### src/pit_pkg.sv
// Package for the periodic interrupt timer: register map, fields, resets.
// Assumes a 32-bit AXI4-Lite register bus and one 100 MHz clock.
package pit_pkg;
	localparam int unsigned DATA_W = 32;
	localparam int unsigned ADDR_W = 8;
	localparam int unsigned MAX_CHANNELS = 4;
	// Global registers.
	localparam logic [7:0] MODULE_CTRL_ADDR = 8'h00;
	localparam logic [7:0] LIFETIME_HI_ADDR = 8'h04;
	localparam logic [7:0] LIFETIME_LO_ADDR = 8'h08;
	localparam logic [7:0] IRQ_STATUS_ADDR = 8'h0C;
	localparam logic [7:0] IRQ_MASK_ADDR = 8'h10;
	// Per-channel block: base plus channel times stride.
	localparam logic [7:0] CHAN_BASE_ADDR = 8'h20;
	localparam logic [7:0] CHAN_STRIDE = 8'h10;
	localparam logic [3:0] PERIOD_OFS = 4'h0;
	localparam logic [3:0] COUNT_OFS = 4'h4;
	localparam logic [3:0] CTRL_OFS = 4'h8;
	localparam logic [3:0] FLAG_OFS = 4'hC;
	// Module control fields.
	localparam int unsigned MOD_ENABLE_BIT = 0;
	localparam int unsigned CLK_UNGATE_BIT = 1;
	localparam int unsigned DEBUG_RUN_BIT = 2;
	// Channel control fields.
	localparam int unsigned RUN_BIT = 0;
	localparam int unsigned IRQ_EN_BIT = 1;
	localparam int unsigned CHAIN_BIT = 2;
	localparam int unsigned FLAG_BIT = 0;
	localparam logic [31:0] PERIOD_RESET = 32'h0000_0000;
	localparam logic [31:0] COUNT_RESET = 32'h0000_0000;
	localparam logic [31:0] ZERO_WORD = 32'h0000_0000;
	localparam logic [31:0] ONE_WORD = 32'h0000_0001;
	localparam logic [1:0] RESP_OKAY = 2'h0;
	localparam logic [1:0] RESP_SLVERR = 2'h2;

	typedef struct packed {
		logic run;
		logic timeout_irq_enable;
		logic chain;
	} chan_ctrl_s;

	typedef struct packed {
		logic mod_enable;
		logic clk_ungate;
		logic debug_run_select;
	} mod_ctrl_s;
endpackage : pit_pkg

### src/periodic_interrupt_timer.sv
// Periodic interrupt timer: down-counting channels with chaining and an
// AXI4-Lite register slave. Assumes one clock and an active-low reset.
module periodic_interrupt_timer #(
	parameter int unsigned NUM_CHANNELS = 4
) (
	input wire logic I_MCLK,
	input wire logic I_RST_B,
	input wire logic I_DEBUG_HALT,
	input wire logic [7:0] I_AWADDR,
	input wire logic I_AWVALID,
	output logic O_AWREADY,
	input wire logic [31:0] I_WDATA,
	input wire logic [3:0] I_WSTRB,
	input wire logic I_WVALID,
	output logic O_WREADY,
	output logic [1:0] O_BRESP,
	output logic O_BVALID,
	input wire logic I_BREADY,
	input wire logic [7:0] I_ARADDR,
	input wire logic I_ARVALID,
	output logic O_ARREADY,
	output logic [31:0] O_RDATA,
	output logic [1:0] O_RRESP,
	output logic O_RVALID,
	input wire logic I_RREADY,
	output logic [NUM_CHANNELS-1:0] O_TRIGGER,
	output logic [NUM_CHANNELS-1:0] O_CHAN_IRQ,
	output logic O_IRQ
);

	////////////////////////////////////////////////////////////////////////
	// Reset release.

	logic rst_meta_b;
	logic rst_b;

	always_ff @(posedge I_MCLK or negedge I_RST_B) begin
		if (!I_RST_B) begin
			rst_meta_b <= 1'b0;
			rst_b <= 1'b0;
		end else begin
			rst_meta_b <= 1'b1;
			rst_b <= rst_meta_b;
		end
	end

	////////////////////////////////////////////////////////////////////////
	// Bus write channel capture.

	logic [7:0] aw_addr;
	logic aw_held;
	logic [31:0] w_data;
	logic [3:0] w_strb;
	logic w_held;
	logic wr_fire;

	assign wr_fire = aw_held && w_held && !O_BVALID;

	always_ff @(posedge I_MCLK or negedge rst_b) begin
		if (!rst_b) begin
			aw_held <= 1'b0;
			aw_addr <= 8'h00;
			O_AWREADY <= 1'b0;
		end else if (O_AWREADY && I_AWVALID) begin
			aw_held <= 1'b1;
			aw_addr <= I_AWADDR;
			O_AWREADY <= 1'b0;
		end else if (wr_fire) begin
			aw_held <= 1'b0;
		end else begin
			O_AWREADY <= !aw_held && !O_BVALID;
		end
	end

	always_ff @(posedge I_MCLK or negedge rst_b) begin
		if (!rst_b) begin
			w_held <= 1'b0;
			w_data <= 32'h0000_0000;
			w_strb <= 4'h0;
			O_WREADY <= 1'b0;
		end else if (O_WREADY && I_WVALID) begin
			w_held <= 1'b1;
			w_data <= I_WDATA;
			w_strb <= I_WSTRB;
			O_WREADY <= 1'b0;
		end else if (wr_fire) begin
			w_held <= 1'b0;
		end else begin
			O_WREADY <= !w_held && !O_BVALID;
		end
	end

	////////////////////////////////////////////////////////////////////////
	// Address decode.

	logic wr_mod;
	logic wr_mask;
	logic wr_status;
	logic wr_chan;
	logic [1:0] wr_idx;
	logic [3:0] wr_ofs;
	logic wr_ok;
	logic wr_full;

	// One past the last channel register block.
	localparam logic [7:0] CHAN_END_ADDR = 8'(pit_pkg::CHAN_BASE_ADDR +
		pit_pkg::CHAN_STRIDE * pit_pkg::MAX_CHANNELS);

	assign wr_full = (w_strb == 4'hF);
	assign wr_idx = 2'((aw_addr - pit_pkg::CHAN_BASE_ADDR) /
		pit_pkg::CHAN_STRIDE);
	assign wr_ofs = aw_addr[3:0];
	assign wr_chan = (aw_addr >= pit_pkg::CHAN_BASE_ADDR) &&
		(32'(wr_idx) < NUM_CHANNELS) && (aw_addr < CHAN_END_ADDR);
	assign wr_mod = aw_addr == pit_pkg::MODULE_CTRL_ADDR;
	assign wr_mask = aw_addr == pit_pkg::IRQ_MASK_ADDR;
	assign wr_status = aw_addr == pit_pkg::IRQ_STATUS_ADDR;
	assign wr_ok = wr_mod || wr_mask || wr_status || wr_chan ||
		aw_addr == pit_pkg::LIFETIME_HI_ADDR ||
		aw_addr == pit_pkg::LIFETIME_LO_ADDR;

	always_ff @(posedge I_MCLK or negedge rst_b) begin
		if (!rst_b) begin
			O_BVALID <= 1'b0;
			O_BRESP <= pit_pkg::RESP_OKAY;
		end else if (wr_fire) begin
			O_BVALID <= 1'b1;
			O_BRESP <= wr_ok ? pit_pkg::RESP_OKAY : pit_pkg::RESP_SLVERR;
		end else if (I_BREADY) begin
			O_BVALID <= 1'b0;
		end
	end

	////////////////////////////////////////////////////////////////////////
	// Module control.

	pit_pkg::mod_ctrl_s mod_ctrl;
	logic tick_en;

	always_ff @(posedge I_MCLK or negedge rst_b) begin
		if (!rst_b) begin
			mod_ctrl <= '0;
		end else if (wr_fire && wr_mod && wr_full) begin
			mod_ctrl.mod_enable <= w_data[pit_pkg::MOD_ENABLE_BIT];
			mod_ctrl.clk_ungate <= w_data[pit_pkg::CLK_UNGATE_BIT];
			mod_ctrl.debug_run_select <= w_data[pit_pkg::DEBUG_RUN_BIT];
		end
	end

	// Counting needs the module on, its clock ungated, and no frozen debug.
	assign tick_en = mod_ctrl.mod_enable && mod_ctrl.clk_ungate &&
		(mod_ctrl.debug_run_select || !I_DEBUG_HALT);

	////////////////////////////////////////////////////////////////////////
	// Channels.

	logic [31:0] period [NUM_CHANNELS];
	logic [31:0] count [NUM_CHANNELS];
	logic [NUM_CHANNELS-1:0] expire;
	logic [NUM_CHANNELS-1:0] timeout_flag;
	logic [NUM_CHANNELS-1:0] irq_mask;
	pit_pkg::chan_ctrl_s chan_ctrl [NUM_CHANNELS];

	always_ff @(posedge I_MCLK or negedge rst_b) begin
		if (!rst_b) begin
			irq_mask <= '0;
		end else if (wr_fire && wr_mask && wr_full) begin
			irq_mask <= w_data[NUM_CHANNELS-1:0];
		end
	end

	genvar gi;
	generate
		for (gi = 0; gi < NUM_CHANNELS; gi++) begin : g_chan
			logic wr_here;
			logic step;
			logic chained;
			logic was_run;
			logic clr_flag;
			logic next_irq_en;

			assign wr_here = wr_fire && wr_chan && wr_full &&
				(32'(wr_idx) == gi);
			assign clr_flag = (wr_fire && wr_chan && (32'(wr_idx) == gi) &&
				wr_ofs == pit_pkg::FLAG_OFS && w_data[pit_pkg::FLAG_BIT]) ||
				(wr_fire && wr_status && w_data[gi]);
			// The request follows the enable it holds after this edge.
			assign next_irq_en = (wr_here && wr_ofs == pit_pkg::CTRL_OFS) ?
				w_data[pit_pkg::IRQ_EN_BIT] :
				chan_ctrl[gi].timeout_irq_enable;
			if (gi == 0) begin : g_first
				assign chained = 1'b0;
				assign step = tick_en;
			end else begin : g_next
				assign chained = chan_ctrl[gi].chain;
				assign step = tick_en && (!chained || expire[gi-1]);
			end
			assign expire[gi] = tick_en && chan_ctrl[gi].run && was_run &&
				step && count[gi] == pit_pkg::ZERO_WORD;

			always_ff @(posedge I_MCLK or negedge rst_b) begin
				if (!rst_b) begin
					chan_ctrl[gi] <= '0;
					period[gi] <= pit_pkg::PERIOD_RESET;
				end else if (wr_here && wr_ofs == pit_pkg::CTRL_OFS) begin
					chan_ctrl[gi].run <= w_data[pit_pkg::RUN_BIT];
					chan_ctrl[gi].timeout_irq_enable <=
						w_data[pit_pkg::IRQ_EN_BIT];
					chan_ctrl[gi].chain <= w_data[pit_pkg::CHAIN_BIT];
				end else if (wr_here && wr_ofs == pit_pkg::PERIOD_OFS) begin
					period[gi] <= w_data;
				end
			end

			always_ff @(posedge I_MCLK or negedge rst_b) begin
				if (!rst_b) begin
					was_run <= 1'b0;
					count[gi] <= pit_pkg::COUNT_RESET;
				end else if (!chan_ctrl[gi].run) begin
					was_run <= 1'b0;
				end else if (!was_run) begin
					was_run <= 1'b1;
					count[gi] <= period[gi];
				end else if (step) begin
					if (count[gi] == pit_pkg::ZERO_WORD) begin
						count[gi] <= period[gi];
					end else begin
						count[gi] <= count[gi] - pit_pkg::ONE_WORD;
					end
				end
			end

			always_ff @(posedge I_MCLK or negedge rst_b) begin
				if (!rst_b) begin
					timeout_flag[gi] <= 1'b0;
					O_TRIGGER[gi] <= 1'b0;
					O_CHAN_IRQ[gi] <= 1'b0;
				end else begin
					O_TRIGGER[gi] <= expire[gi];
					if (expire[gi]) begin
						timeout_flag[gi] <= 1'b1;
					end else if (clr_flag) begin
						timeout_flag[gi] <= 1'b0;
					end
					O_CHAN_IRQ[gi] <= (timeout_flag[gi] || expire[gi]) &&
						!(clr_flag && !expire[gi]) &&
						next_irq_en;
				end
			end

			a_trigger_follows: assert property (@(posedge I_MCLK)
				disable iff (!rst_b) expire[gi] |=> O_TRIGGER[gi] &&
				timeout_flag[gi]) else $error("no trigger after expiry");
			a_trigger_single: assert property (@(posedge I_MCLK)
				disable iff (!rst_b) O_TRIGGER[gi] && period[gi] != 0 |=>
				!O_TRIGGER[gi]) else $error("trigger too long");
			a_flag_sticky: assert property (@(posedge I_MCLK)
				disable iff (!rst_b) timeout_flag[gi] && !clr_flag |=>
				timeout_flag[gi]) else $error("flag dropped");
			a_frozen_hold: assert property (@(posedge I_MCLK)
				disable iff (!rst_b) !tick_en && was_run &&
				chan_ctrl[gi].run |=> $stable(count[gi]))
				else $error("count moved while frozen");
			a_restart_load: assert property (@(posedge I_MCLK)
				disable iff (!rst_b) chan_ctrl[gi].run && !was_run |=>
				count[gi] == $past(period[gi]))
				else $error("no reload on start");
			a_irq_level: assert property (@(posedge I_MCLK)
				disable iff (!rst_b) O_CHAN_IRQ[gi] |->
				timeout_flag[gi] && chan_ctrl[gi].timeout_irq_enable)
				else $error("irq without flag");
			a_expiry_reload: assert property (@(posedge I_MCLK)
				disable iff (!rst_b) expire[gi] |=>
				count[gi] == $past(period[gi]))
				else $error("no reload at expiry");
			a_flag_clear: assert property (@(posedge I_MCLK)
				disable iff (!rst_b) clr_flag && !expire[gi] |=>
				!timeout_flag[gi]) else $error("flag not cleared");
			if (gi > 0) begin : g_chain_chk
				a_chain_hold: assert property (@(posedge I_MCLK)
					disable iff (!rst_b) chained && was_run &&
					chan_ctrl[gi].run && !expire[gi-1] |=> $stable(count[gi]))
					else $error("chained count moved");
			end
		end
	endgenerate

	a_zero_chain_free: assert property (@(posedge I_MCLK)
		disable iff (!rst_b) tick_en && g_chan[0].was_run &&
		chan_ctrl[0].run && count[0] != 0 |=>
		count[0] == $past(count[0]) - 1)
		else $error("channel zero not free running");

	////////////////////////////////////////////////////////////////////////
	// Read channel.

	logic [1:0] rd_idx;
	logic rd_chan;
	logic [31:0] rd_word;
	logic rd_ok;

	assign rd_idx = 2'((I_ARADDR - pit_pkg::CHAN_BASE_ADDR) /
		pit_pkg::CHAN_STRIDE);
	assign rd_chan = (I_ARADDR >= pit_pkg::CHAN_BASE_ADDR) &&
		(32'(rd_idx) < NUM_CHANNELS) && (I_ARADDR < CHAN_END_ADDR);

	always_comb begin
		rd_word = pit_pkg::ZERO_WORD;
		rd_ok = 1'b1;
		if (rd_chan) begin
			case (I_ARADDR[3:0])
				pit_pkg::PERIOD_OFS: rd_word = period[rd_idx];
				pit_pkg::COUNT_OFS: rd_word = count[rd_idx];
				pit_pkg::CTRL_OFS: rd_word = 32'({chan_ctrl[rd_idx].chain,
					chan_ctrl[rd_idx].timeout_irq_enable,
					chan_ctrl[rd_idx].run});
				pit_pkg::FLAG_OFS: rd_word = 32'(timeout_flag[rd_idx]);
				default: rd_ok = 1'b0;
			endcase
		end else begin
			case (I_ARADDR)
				pit_pkg::MODULE_CTRL_ADDR: rd_word = 32'({
					mod_ctrl.debug_run_select, mod_ctrl.clk_ungate,
					mod_ctrl.mod_enable});
				pit_pkg::LIFETIME_HI_ADDR: rd_word = count[1];
				pit_pkg::LIFETIME_LO_ADDR: rd_word = count[0];
				pit_pkg::IRQ_STATUS_ADDR: rd_word = 32'(timeout_flag);
				pit_pkg::IRQ_MASK_ADDR: rd_word = 32'(irq_mask);
				default: rd_ok = 1'b0;
			endcase
		end
	end

	always_ff @(posedge I_MCLK or negedge rst_b) begin
		if (!rst_b) begin
			O_ARREADY <= 1'b0;
			O_RVALID <= 1'b0;
			O_RDATA <= 32'h0000_0000;
			O_RRESP <= pit_pkg::RESP_OKAY;
		end else if (O_ARREADY && I_ARVALID) begin
			O_ARREADY <= 1'b0;
			O_RVALID <= 1'b1;
			O_RDATA <= rd_word;
			O_RRESP <= rd_ok ? pit_pkg::RESP_OKAY : pit_pkg::RESP_SLVERR;
		end else if (O_RVALID) begin
			O_RVALID <= !I_RREADY;
		end else begin
			O_ARREADY <= 1'b1;
		end
	end

	////////////////////////////////////////////////////////////////////////
	// Summary interrupt.

	always_ff @(posedge I_MCLK or negedge rst_b) begin
		if (!rst_b) begin
			O_IRQ <= 1'b0;
		end else begin
			O_IRQ <= |(O_CHAN_IRQ & irq_mask);
		end
	end

endmodule : periodic_interrupt_timer

### config.mk
export PLATFORM = sky130hd
export DESIGN_NAME = periodic_interrupt_timer
export DESIGN_NICKNAME = d
export VERILOG_FILES = /design/src/pit_pkg.sv /design/src/periodic_interrupt_timer.sv
export SDC_FILE = /design/constraint.sdc
export NUM_CORES = 1
export LEC_CHECK = 0
export ABC_AREA = 1
export BUFFER_PORTS_ARGS = -buffer_cell sky130_fd_sc_hd__buf_2
export CAP_MARGIN = 10
export CORE_MARGIN = 2
export CORE_UTILIZATION = 55
export CTS_CLUSTER_DIAMETER = 60
export DETAILED_ROUTE_END_ITERATION = 16
export GPL_ROUTABILITY_DRIVEN = 0
export GPL_TIMING_DRIVEN = 1
export PLACE_DENSITY_LB_ADDON = 0.15
export SLEW_MARGIN = 20
export SYNTH_ARGS = -nofsm -noshare
export SYNTH_HDL_FRONTEND = slang
export SYNTH_SLANG_ARGS = --single-unit
### constraint.sdc
create_clock -name I_MCLK -period 29.1 [get_ports I_MCLK]
set_clock_uncertainty 0.15 [all_clocks]
set_input_delay 1.455 -clock I_MCLK [delete_from_list [all_inputs] [get_ports I_MCLK]]
set_output_delay 1.455 -clock I_MCLK [all_outputs]
set_load 0.1 [all_outputs]
==> results of run 1 <==
[registers in the layout, summed over array words and instances (netlist names), 8 cells and up]
register	flops
chan_ctrl	9
count	128
O_RDATA	32
period	128
aw_addr	8
w_data	32
[cell type report]
| type | count | area, sq um |
|---|---|---|
| inverters | 282 | 1060 |
| well taps | 518 | 648 |
| clock buffers | 61 | 1270 |
| flip-flops and latches | 379 | 9490 |
| repair buffers | 126 | 697 |
| multi-input cells | 2086 | 10200 |
| fillers | 3544 | 15000 |
| clock inverters | 14 | 179 |
[placed cells by master (no fill, tap or decap), types with 4 or more instances in the layout]
cell	n
nand2_2	10
clkbuf_16	45
o22ai_1	74
clkbuf_8	8
bufinv_16	4
buf_2	106
clkbuf_1	8
o31ai_1	5
ha_1	8
buf_4	18
inv_2	32
nand4_1	35
xnor2_1	9
dfrtp_1	378
mux2i_1	8
nand2_1	566
o211ai_1	11
nor3_1	30
and2_1	30
xor2_1	65
nor4_1	4
inv_1	244
nand3_1	118
a31oi_1	31
nor3_2	7
o221ai_1	4
o21ai_1	48
nor2_1	329
nand2_4	4
clkinv_2	9
a21oi_1	157
clkinv_1	4
nor2_2	12
o21ai_0	487
[per-layer routing]
| metal | GRT usage (%) | share of wire [%] | wire [microns] | up-vias |
|---|---|---|---|---|
| met5 | 0 | 0.034 | 24 | - |
| met4 | 12.0 | 3.6 | 2570 | 4 |
| met3 | 8.71 | 12 | 8830 | 178 |
| met2 | 50.5 | 42 | 29800 | 1246 |
| met1 | 51.9 | 42 | 30000 | 9851 |
| li1 | - | - | - | 9646 |
[critical path: cells and delay by family]
| kind | cells | cell delay (ns) |
|---|---|---|
| AOI/OAI and AO/OA | 4 | 0.91 |
| and+or+nand+nor | 2 | 0.80 |
| buffers and inverters | 3 | 1.24 |
[cell families after synthesis]
family	Yosys count
AOI/OAI and AO/OA	832
xor gates and xnor gates	74
adders and majority gates	8
buffers and inverters	439
DFF	379
muxes	8
other	2
and+or+nand+nor	1161
[final timing paths]
path / from / end / depth (start not counted)
worst max-delay path: I_ARADDR[0] / O_RDATA[0] / 9
worst min-delay path: rst_b / period[61] / 0
worst max register to register: count[96] / count[78] / 12
worst min register to register: rst_b / period[61] / 0
max in group asynchronous: rst_b / count[34] / 2
min in group I_MCLK: rst_meta_b / rst_b / 0
[power by group through the flow]
stage	clock (W)	sequential (W)	combinational [W]
after CTS	0.000569	0.000646	0.000435
after floorplan	0	0.000826	0.000141
after global routing	0.000590	0.000655	0.000468
after detailed placement	0	0.000654	0.000434
after global placement	0	0.000652	0.000428
final	0.000566	0.000647	0.000440
[stage by stage]
stage               worst slack [ns]  instances
global placement               24.51       3391
detailed placement             24.60       3391
CTS                            25.24       3466
finish                         25.04       3466
global route                   24.91       3466
floorplan                      17.60       2904
[Yosys cell counts (25+ instances only)]
master,n
and2_1,30
a21oi_1,157
nand2_1,570
a31oi_1,31
nand3_1,119
nor2_1,329
buf_2,25
inv_1,247
nor3_1,31
inv_2,32
nand4_1,35
clkbuf_1,109
dfrtp_1,379
o21ai_1,48
o22ai_1,74
o21ai_0,487
xor2_1,65
==> metrics.md, run 1 <==
| Metric | Value |
|---|---|
| Status | `completed` |
| Syn_area_per_cell | `7.36 sq um` |
| R2R setup slack | `25.56 ns` |
| # setup viols final | `0` |
| Sw Share | `39.1%` |
| Fin crit share | `14.0%` |
| Post-route setup TNS | `0 ns` |
| Worst-path cell chain | `buf_2 > inv_1 > nand2_1 > nor3_2 > clkinv_1 > a21oi_1 > a21o_1 > o21ai_0 > a31oi_1` |
| Number of flops mapped to enable cells by yosys | `0` |
| Critical Path RT | `29.45 ns` |
| Initial Util | `55.6%` |
| Util after Layout | `61.1%` |
| Drt pass-1 iters | `8` |
| First-pass GRT wire length | `111,000 microns` |
| Worst-skew pair later-pin latency | `0.58 ns` |
| DR iter-0 viols | `3,041` |
| Post-Syn Instances | `2,903` |
| Vias in the first global route | `19,200` |
| Largest net degree at the start of global routing | `165` |
| Die footprint | `0.0405 sq mm` |
| Worst VDD drop | `0.0979 mV` |
| Mux contribution to synthesized area | `0.375%` |
| Synth top area share | `44.4%` |
| CP max stage delay | `1.10 ns` |
| Clk pwr share | `34.2%` |
| Synth Area in XOR/XNOR | `3.03%` |
| CP endpoint kind | `flop` |
| Max Fclk | `246 MHz` |
| Htree depth | `2` |
| Grt ovf | `0` |
| Compound-cell area share of the yosys netlist | `20.6%` |
| Top FF cell, synth | `dfrtp_1` |
| Initial antenna violation count | `2` |
| Worst Path Arrival | `4.41 ns` |
| Layout area overhead | `10.0%` |
| Unrepaired setup endpoints after global routing | `no` |
| Ports | `110` |
| Final WL | `71,300 microns` |
| Leading post-synthesis cells by cell area | `dfrtp_1 (44%), o21ai_0 (11%), nand2_1 (10%)` |
| LEAKAGE | `10.6 nW` |
| Drt wl/cell | `20.6 microns` |
| Comb pwr share | `26.6%` |
| Row Count | `72` |
| Clock-pin slew on the worst setup and hold paths | `0.06 ns` |
| Post-CTS Setup Inserts | `0` |
| Cts repair resizes | `0` |
| Share of synthesized cell area in full adder, half adder and majority cells | `0.468%` |
| Worst slew margin | `24.8%` |
| Post-Syn Area | `0.0214 sq mm` |
| Via density | `6.04` |
| Die Wd | `201 microns` |
| Share of the yosys chip area belonging to registers | `44.4%` |
| Crit-path slowest cell | `clkinv_1` |
| Antenna Cells | `0` |
| Synth Area in Simple Gates | `22.9%` |
| Die Ht | `201 microns` |
| Via count | `20,900` |
| CTS root buffer | `clkbuf_16` |
| Max-cap violation count | `0` |
| P_int | `0.00101 W` |
| Worst setup SP type | `input port` |
| YS warnings | `0` |
| Seq pwr share | `39.2%` |
| Finished Cell Area | `0.0235 sq mm` |
| Synth area leader | `dfrtp_1` |
| Post-route ant nets | `0` |
| Largest fanout on the critical path | `30` |
| Net Sw Power | `0.000647 W` |
| Layout cell share with drive strength beyond 1 | `9.16%` |
| Final Hold Viols | `0` |
| Final Max Tran Viols | `0` |
| Slew @ Worst Pin | `1.12 ns` |
| Crit path time final | `4.06 ns` |
| CTS tree | `yes` |
| Total power | `0.00165 W` |
| Yosys reg bits | `379` |
| Hold Slack | `0.125 ns` |
| I/O Buffers | `107` |
| Post-synth ARST share | `100%` |
| Cell Pwr Density | `70.3 mW/mm^2` |
| Main combinational cell family by area after synthesis | `simple AND/OR/NAND/NOR gates` |
| Placed cell area | `0.0221 sq mm` |
| TritonCTS Buffers | `43` |
| DR DRC count | `0` |
| Hpwl dp | `49,900 microns` |
| Clock sink count | `379` |
| Core ar. | `0.0385 sq mm` |
| CTS hold repair buffers | `0` |
| Critical path class | `input port to flop` |
| CTS Buffer Depth | `3` |
| Distinct cells, synth | `53` |
| Worst hold path class | `flop to asynchronous set/reset pin` |
| Total global-route track usage | `35.2%` |
| Nets | `2,986` |
Power figures use the tool's default switching activity.
==> run 2, diff against run 1 <==
- ABC_AREA: 1 -> 0
- clock period: 29.1 -> 3.4 ns (I/O delays scaled with it)
==> run 2 against run 1 <==
Critical path depth did not move. Design area is 0.97% higher. Critical endpoint is now count[13]. Critical path type is now flop to flop. Routed wire length fell by 12%. Count of clock-buffer cells in the layout fell by 2.
==> metrics.md, run 2 <==
| Metric | Value |
|---|---|
| Grt ovf | `0 (unchanged)` |
| Antenna Cells | `0 (unchanged)` |
| Gr busiest metal | `met2` |
| Via count | `17,400 (-17%)` |
| Number of flops mapped to enable cells by yosys | `0 (unchanged)` |
| Final Max Tran Viols | `0 (unchanged)` |
| Area of the multi-input gates | `0.0101 sq mm (-0.71%)` |
| Clock sink count | `379 (unchanged)` |
| Row Count | `70 (-2.8%)` |
| Critical Path RT | `3.74 ns (-25.71 ns)` |
| Die Wd | `196 microns (-2.6%)` |
| Most common cell after layout, fill and taps aside | `dfrtp_1` |
| Worst slew margin | `41.1% (+16 points)` |
| CTS Buffer Depth | `3 (unchanged)` |
| Top post-synthesis cells by count | `dfrtp_1 (379), mux2_2 (190), o21ai_0 (172), a21oi_1 (153), nand2_1 (143)` |
| Vias in the first global route | `16,800 (-12%)` |
| Met1 usage | `47.6% (-4.4 points)` |
| Comb pwr share | `51.8% (+25 points)` |
| Initial Util | `55.6% (+0.070 points)` |
| Synth area leader | `dfrtp_1` |
| Drt wl/cell | `24.1 microns (+17%)` |
| Share of the yosys chip area belonging to registers | `46.8% (+2.4 points)` |
| CTS root buffer | `clkbuf_16` |
| Grt met2 use | `52.1% (+1.6 points)` |
| Setup WS pre-CTS | `0.329 ns (-24.27 ns)` |
| Largest registers | `count (128), period (128)` |
| Layout Cells excl Fill | `2,611 (-25%)` |
| Via density | `6.65 (+10%)` |
| Layout cell share with drive strength beyond 1 | `27.8% (+19 points)` |
| Post-route setup TNS | `0 ns (unchanged)` |
| Worst Path Arrival | `3.50 ns (-0.91 ns)` |
| Top FF cell, synth | `dfrtp_1` |
| YS warnings | `0 (unchanged)` |
| Layout area overhead | `17.1%` |
| Status | `completed` |
| Worst setup SP type | `flop` |
| Clk pwr share | `20.7% (-14 points)` |
| Crit path time final | `3.15 ns` |
| RR Startpoint | `count[74]` |
| Max Fclk | `317 MHz` |
| Slew @ Worst Pin | `0.884 ns (-0.238 ns)` |
| Hpwl dp | `44,000 microns (-12%)` |
| Clock-pin slew on the worst setup and hold paths | `0.06 ns (about the same)` |
| Fill cells | `2,836 (-20%)` |
| Yosys reg bits | `379 (unchanged)` |
| Initial antenna violation count | `1 (-1)` |
| Placed cell count | `2,481 (-27%)` |
| Worst hold path class | `input port to flop` |
| Synth top area share | `46.8% (+2.4 points)` |
| Final WL | `63,000 microns (-12%)` |
| Min-delay src | `I_ARADDR[3]` |
| Worst-skew pair later-pin latency | `0.58 ns (about the same)` |
| Distinct cells, synth | `75 (+42%)` |
| First-pass GRT wire length | `99,000 microns (-11%)` |
| Reg area | `0.00949 sq mm (unchanged)` |
| Drt pass-1 iters | `8 (unchanged)` |
| Leading post-synthesis cells by cell area | `dfrtp_1 (47%), mux2_2 (11%), mux4_2 (7.7%)` |
| Largest net degree at the start of global routing | `75 (-55%)` |
| Syn_area_per_cell | `10.5 sq um (+42%)` |
| Die Ht | `196 microns (-2.6%)` |
| Fin crit share | `92.8%` |
| Largest fanout on the critical path | `43 (+43%)` |
| Cts repair resizes | `0 (unchanged)` |
| Sw Share | `46.6% (+7.4 points)` |
| DR DRC count | `0 (unchanged)` |
| # setup viols final | `0 (unchanged)` |
| Die footprint | `0.0384 sq mm (-5.1%)` |
| Post-Syn Area | `0.0203 sq mm (-5.2%)` |
| Htree depth | `2 (unchanged)` |
| Nets | `2,177 (-27%)` |
| CTS tree | `yes` |
| Setup ws final | `0.245 ns (-24.79 ns)` |
| Most frequent cells in the layout | `dfrtp_1 (378), mux2_2 (190), o21ai_0 (171)` |
| Final Hold Viols | `0 (unchanged)` |
| M3 GR Usage | `6.00% (-2.7 points)` |
| I/O Buffers | `107 (unchanged)` |
| Top-count cell post-synth | `dfrtp_1` |
| Total power | `0.0223 W (+1300%)` |
| Total global-route track usage | `33.4% (-1.7 points)` |
| P_int | `0.0119 W (+1100%)` |
| TritonCTS Buffers | `42 (-2.3%)` |
| Net Sw Power | `0.0104 W (+1500%)` |
| Critical Path Start | `count[74]` |
| Post-synth ARST share | `100% (unchanged)` |
| Worst VDD drop | `1.85 mV (+1800%)` |
| Ports | `110 (unchanged)` |
| DR iter-0 viols | `1,877 (-38%)` |
| Post-Syn Instances | `1,939 (-33%)` |
| CP endpoint kind | `flop` |
| Core ar. | `0.0364 sq mm (-5.3%)` |
| LEAKAGE | `10.5 nW (-0.86%)` |
| Max-cap violation count | `0 (unchanged)` |
| Post-route ant nets | `0 (unchanged)` |
| Unrepaired setup endpoints after global routing | `no` |
| Seq pwr share | `27.5% (-12 points)` |
| Cell Pwr Density | `941 mW/mm^2 (+1200%)` |
| Critical path class | `flop to flop` |
## run 2: cell type report
| cell class | count | area share (%) |
|---|---|---|
| clock inverters | 19 | 0.838 |
| multi-input cells | 1382 | 42.6 |
| repair buffers | 270 | 8.61 |
| clock buffers | 59 | 5.03 |
| well taps | 468 | 2.47 |
| inverters | 34 | 0.538 |
| flip-flops and latches | 379 | 40.0 |
## run 2: layer usage
| metal | vias up | part of all wire (%) |
|---|---|---|
| li1 | 7607 | - |
| met3 | 158 | 9.2 |
| met4 | 0 | 3.5 |
| met1 | 8679 | 41 |
| met5 | - | 0 |
| met2 | 929 | 46 |
## run 2: path summary, 6_finish.rpt
check                           slack (ns)           to  depth (start not counted)
worst max-delay path                  0.25    count[13]                          9
worst min-delay path                  0.05   O_RDATA[1]                          5
worst max register to register        0.25    count[13]                          9
worst min register to register        0.20        rst_b                          0
max in group asynchronous             1.90  mod_ctrl[0]                          1
min in group asynchronous             0.29        rst_b                          3
## run 2: logic make-up after synthesis
logic type / after synthesis / share of synthesized area (%)
AND/OR/NAND/NOR: 569 / 14.2
adder cells (fa/ha/maj): 8 / 0.494
buffers and inverters: 179 / 3.83
XOR/XNOR: 2 / 0.0864
multiplexers: 263 / 18.4
other: 2 / 0.0370
flip-flops: 379 / 46.8
AO/OA/AOI/OAI: 537 / 16.2
## run 2: per-stage QoR
step	area, sq um	util, %	hold WS, ns
final	23700	65.2	0.0451
after global placement	21800	59.9	-0.195
after CTS	23700	65.1	0.0101
after detailed placement	21800	59.9	-0.193
after global routing	23700	65.2	0.0990
after floorplan	20300	-	-0.276
## run 2: power groups by stage
stage	clock, W	combinational, W	sequential (W)
2_1_floorplan	0	0.0102	0.00618
4_1_cts	0.00468	0.0106	0.00613
3_3_place_gp	0	0.0104	0.00616
3_5_place_dp	0	0.0105	0.00620
5_1_grt	0.00487	0.0126	0.00628
6_report	0.00462	0.0116	0.00615
## run 2: what timing repair did
action | CTS | global route
hold buffers | 52 | 0
setup buffers | 0 | 0
endpoints found under the hold margin | 55 | 0
## run 2: worst max-delay path, cell delays in order (launching register included)
cell,delay (ns)
dfrtp_1,0.44
or4_1,0.67
nand4bb_1,0.39
nor4_4,0.33
o21ai_2,0.16
a41oi_4,0.26
buf_12,0.24
buf_12,0.19
a21oi_1,0.08
a21oi_1,0.15
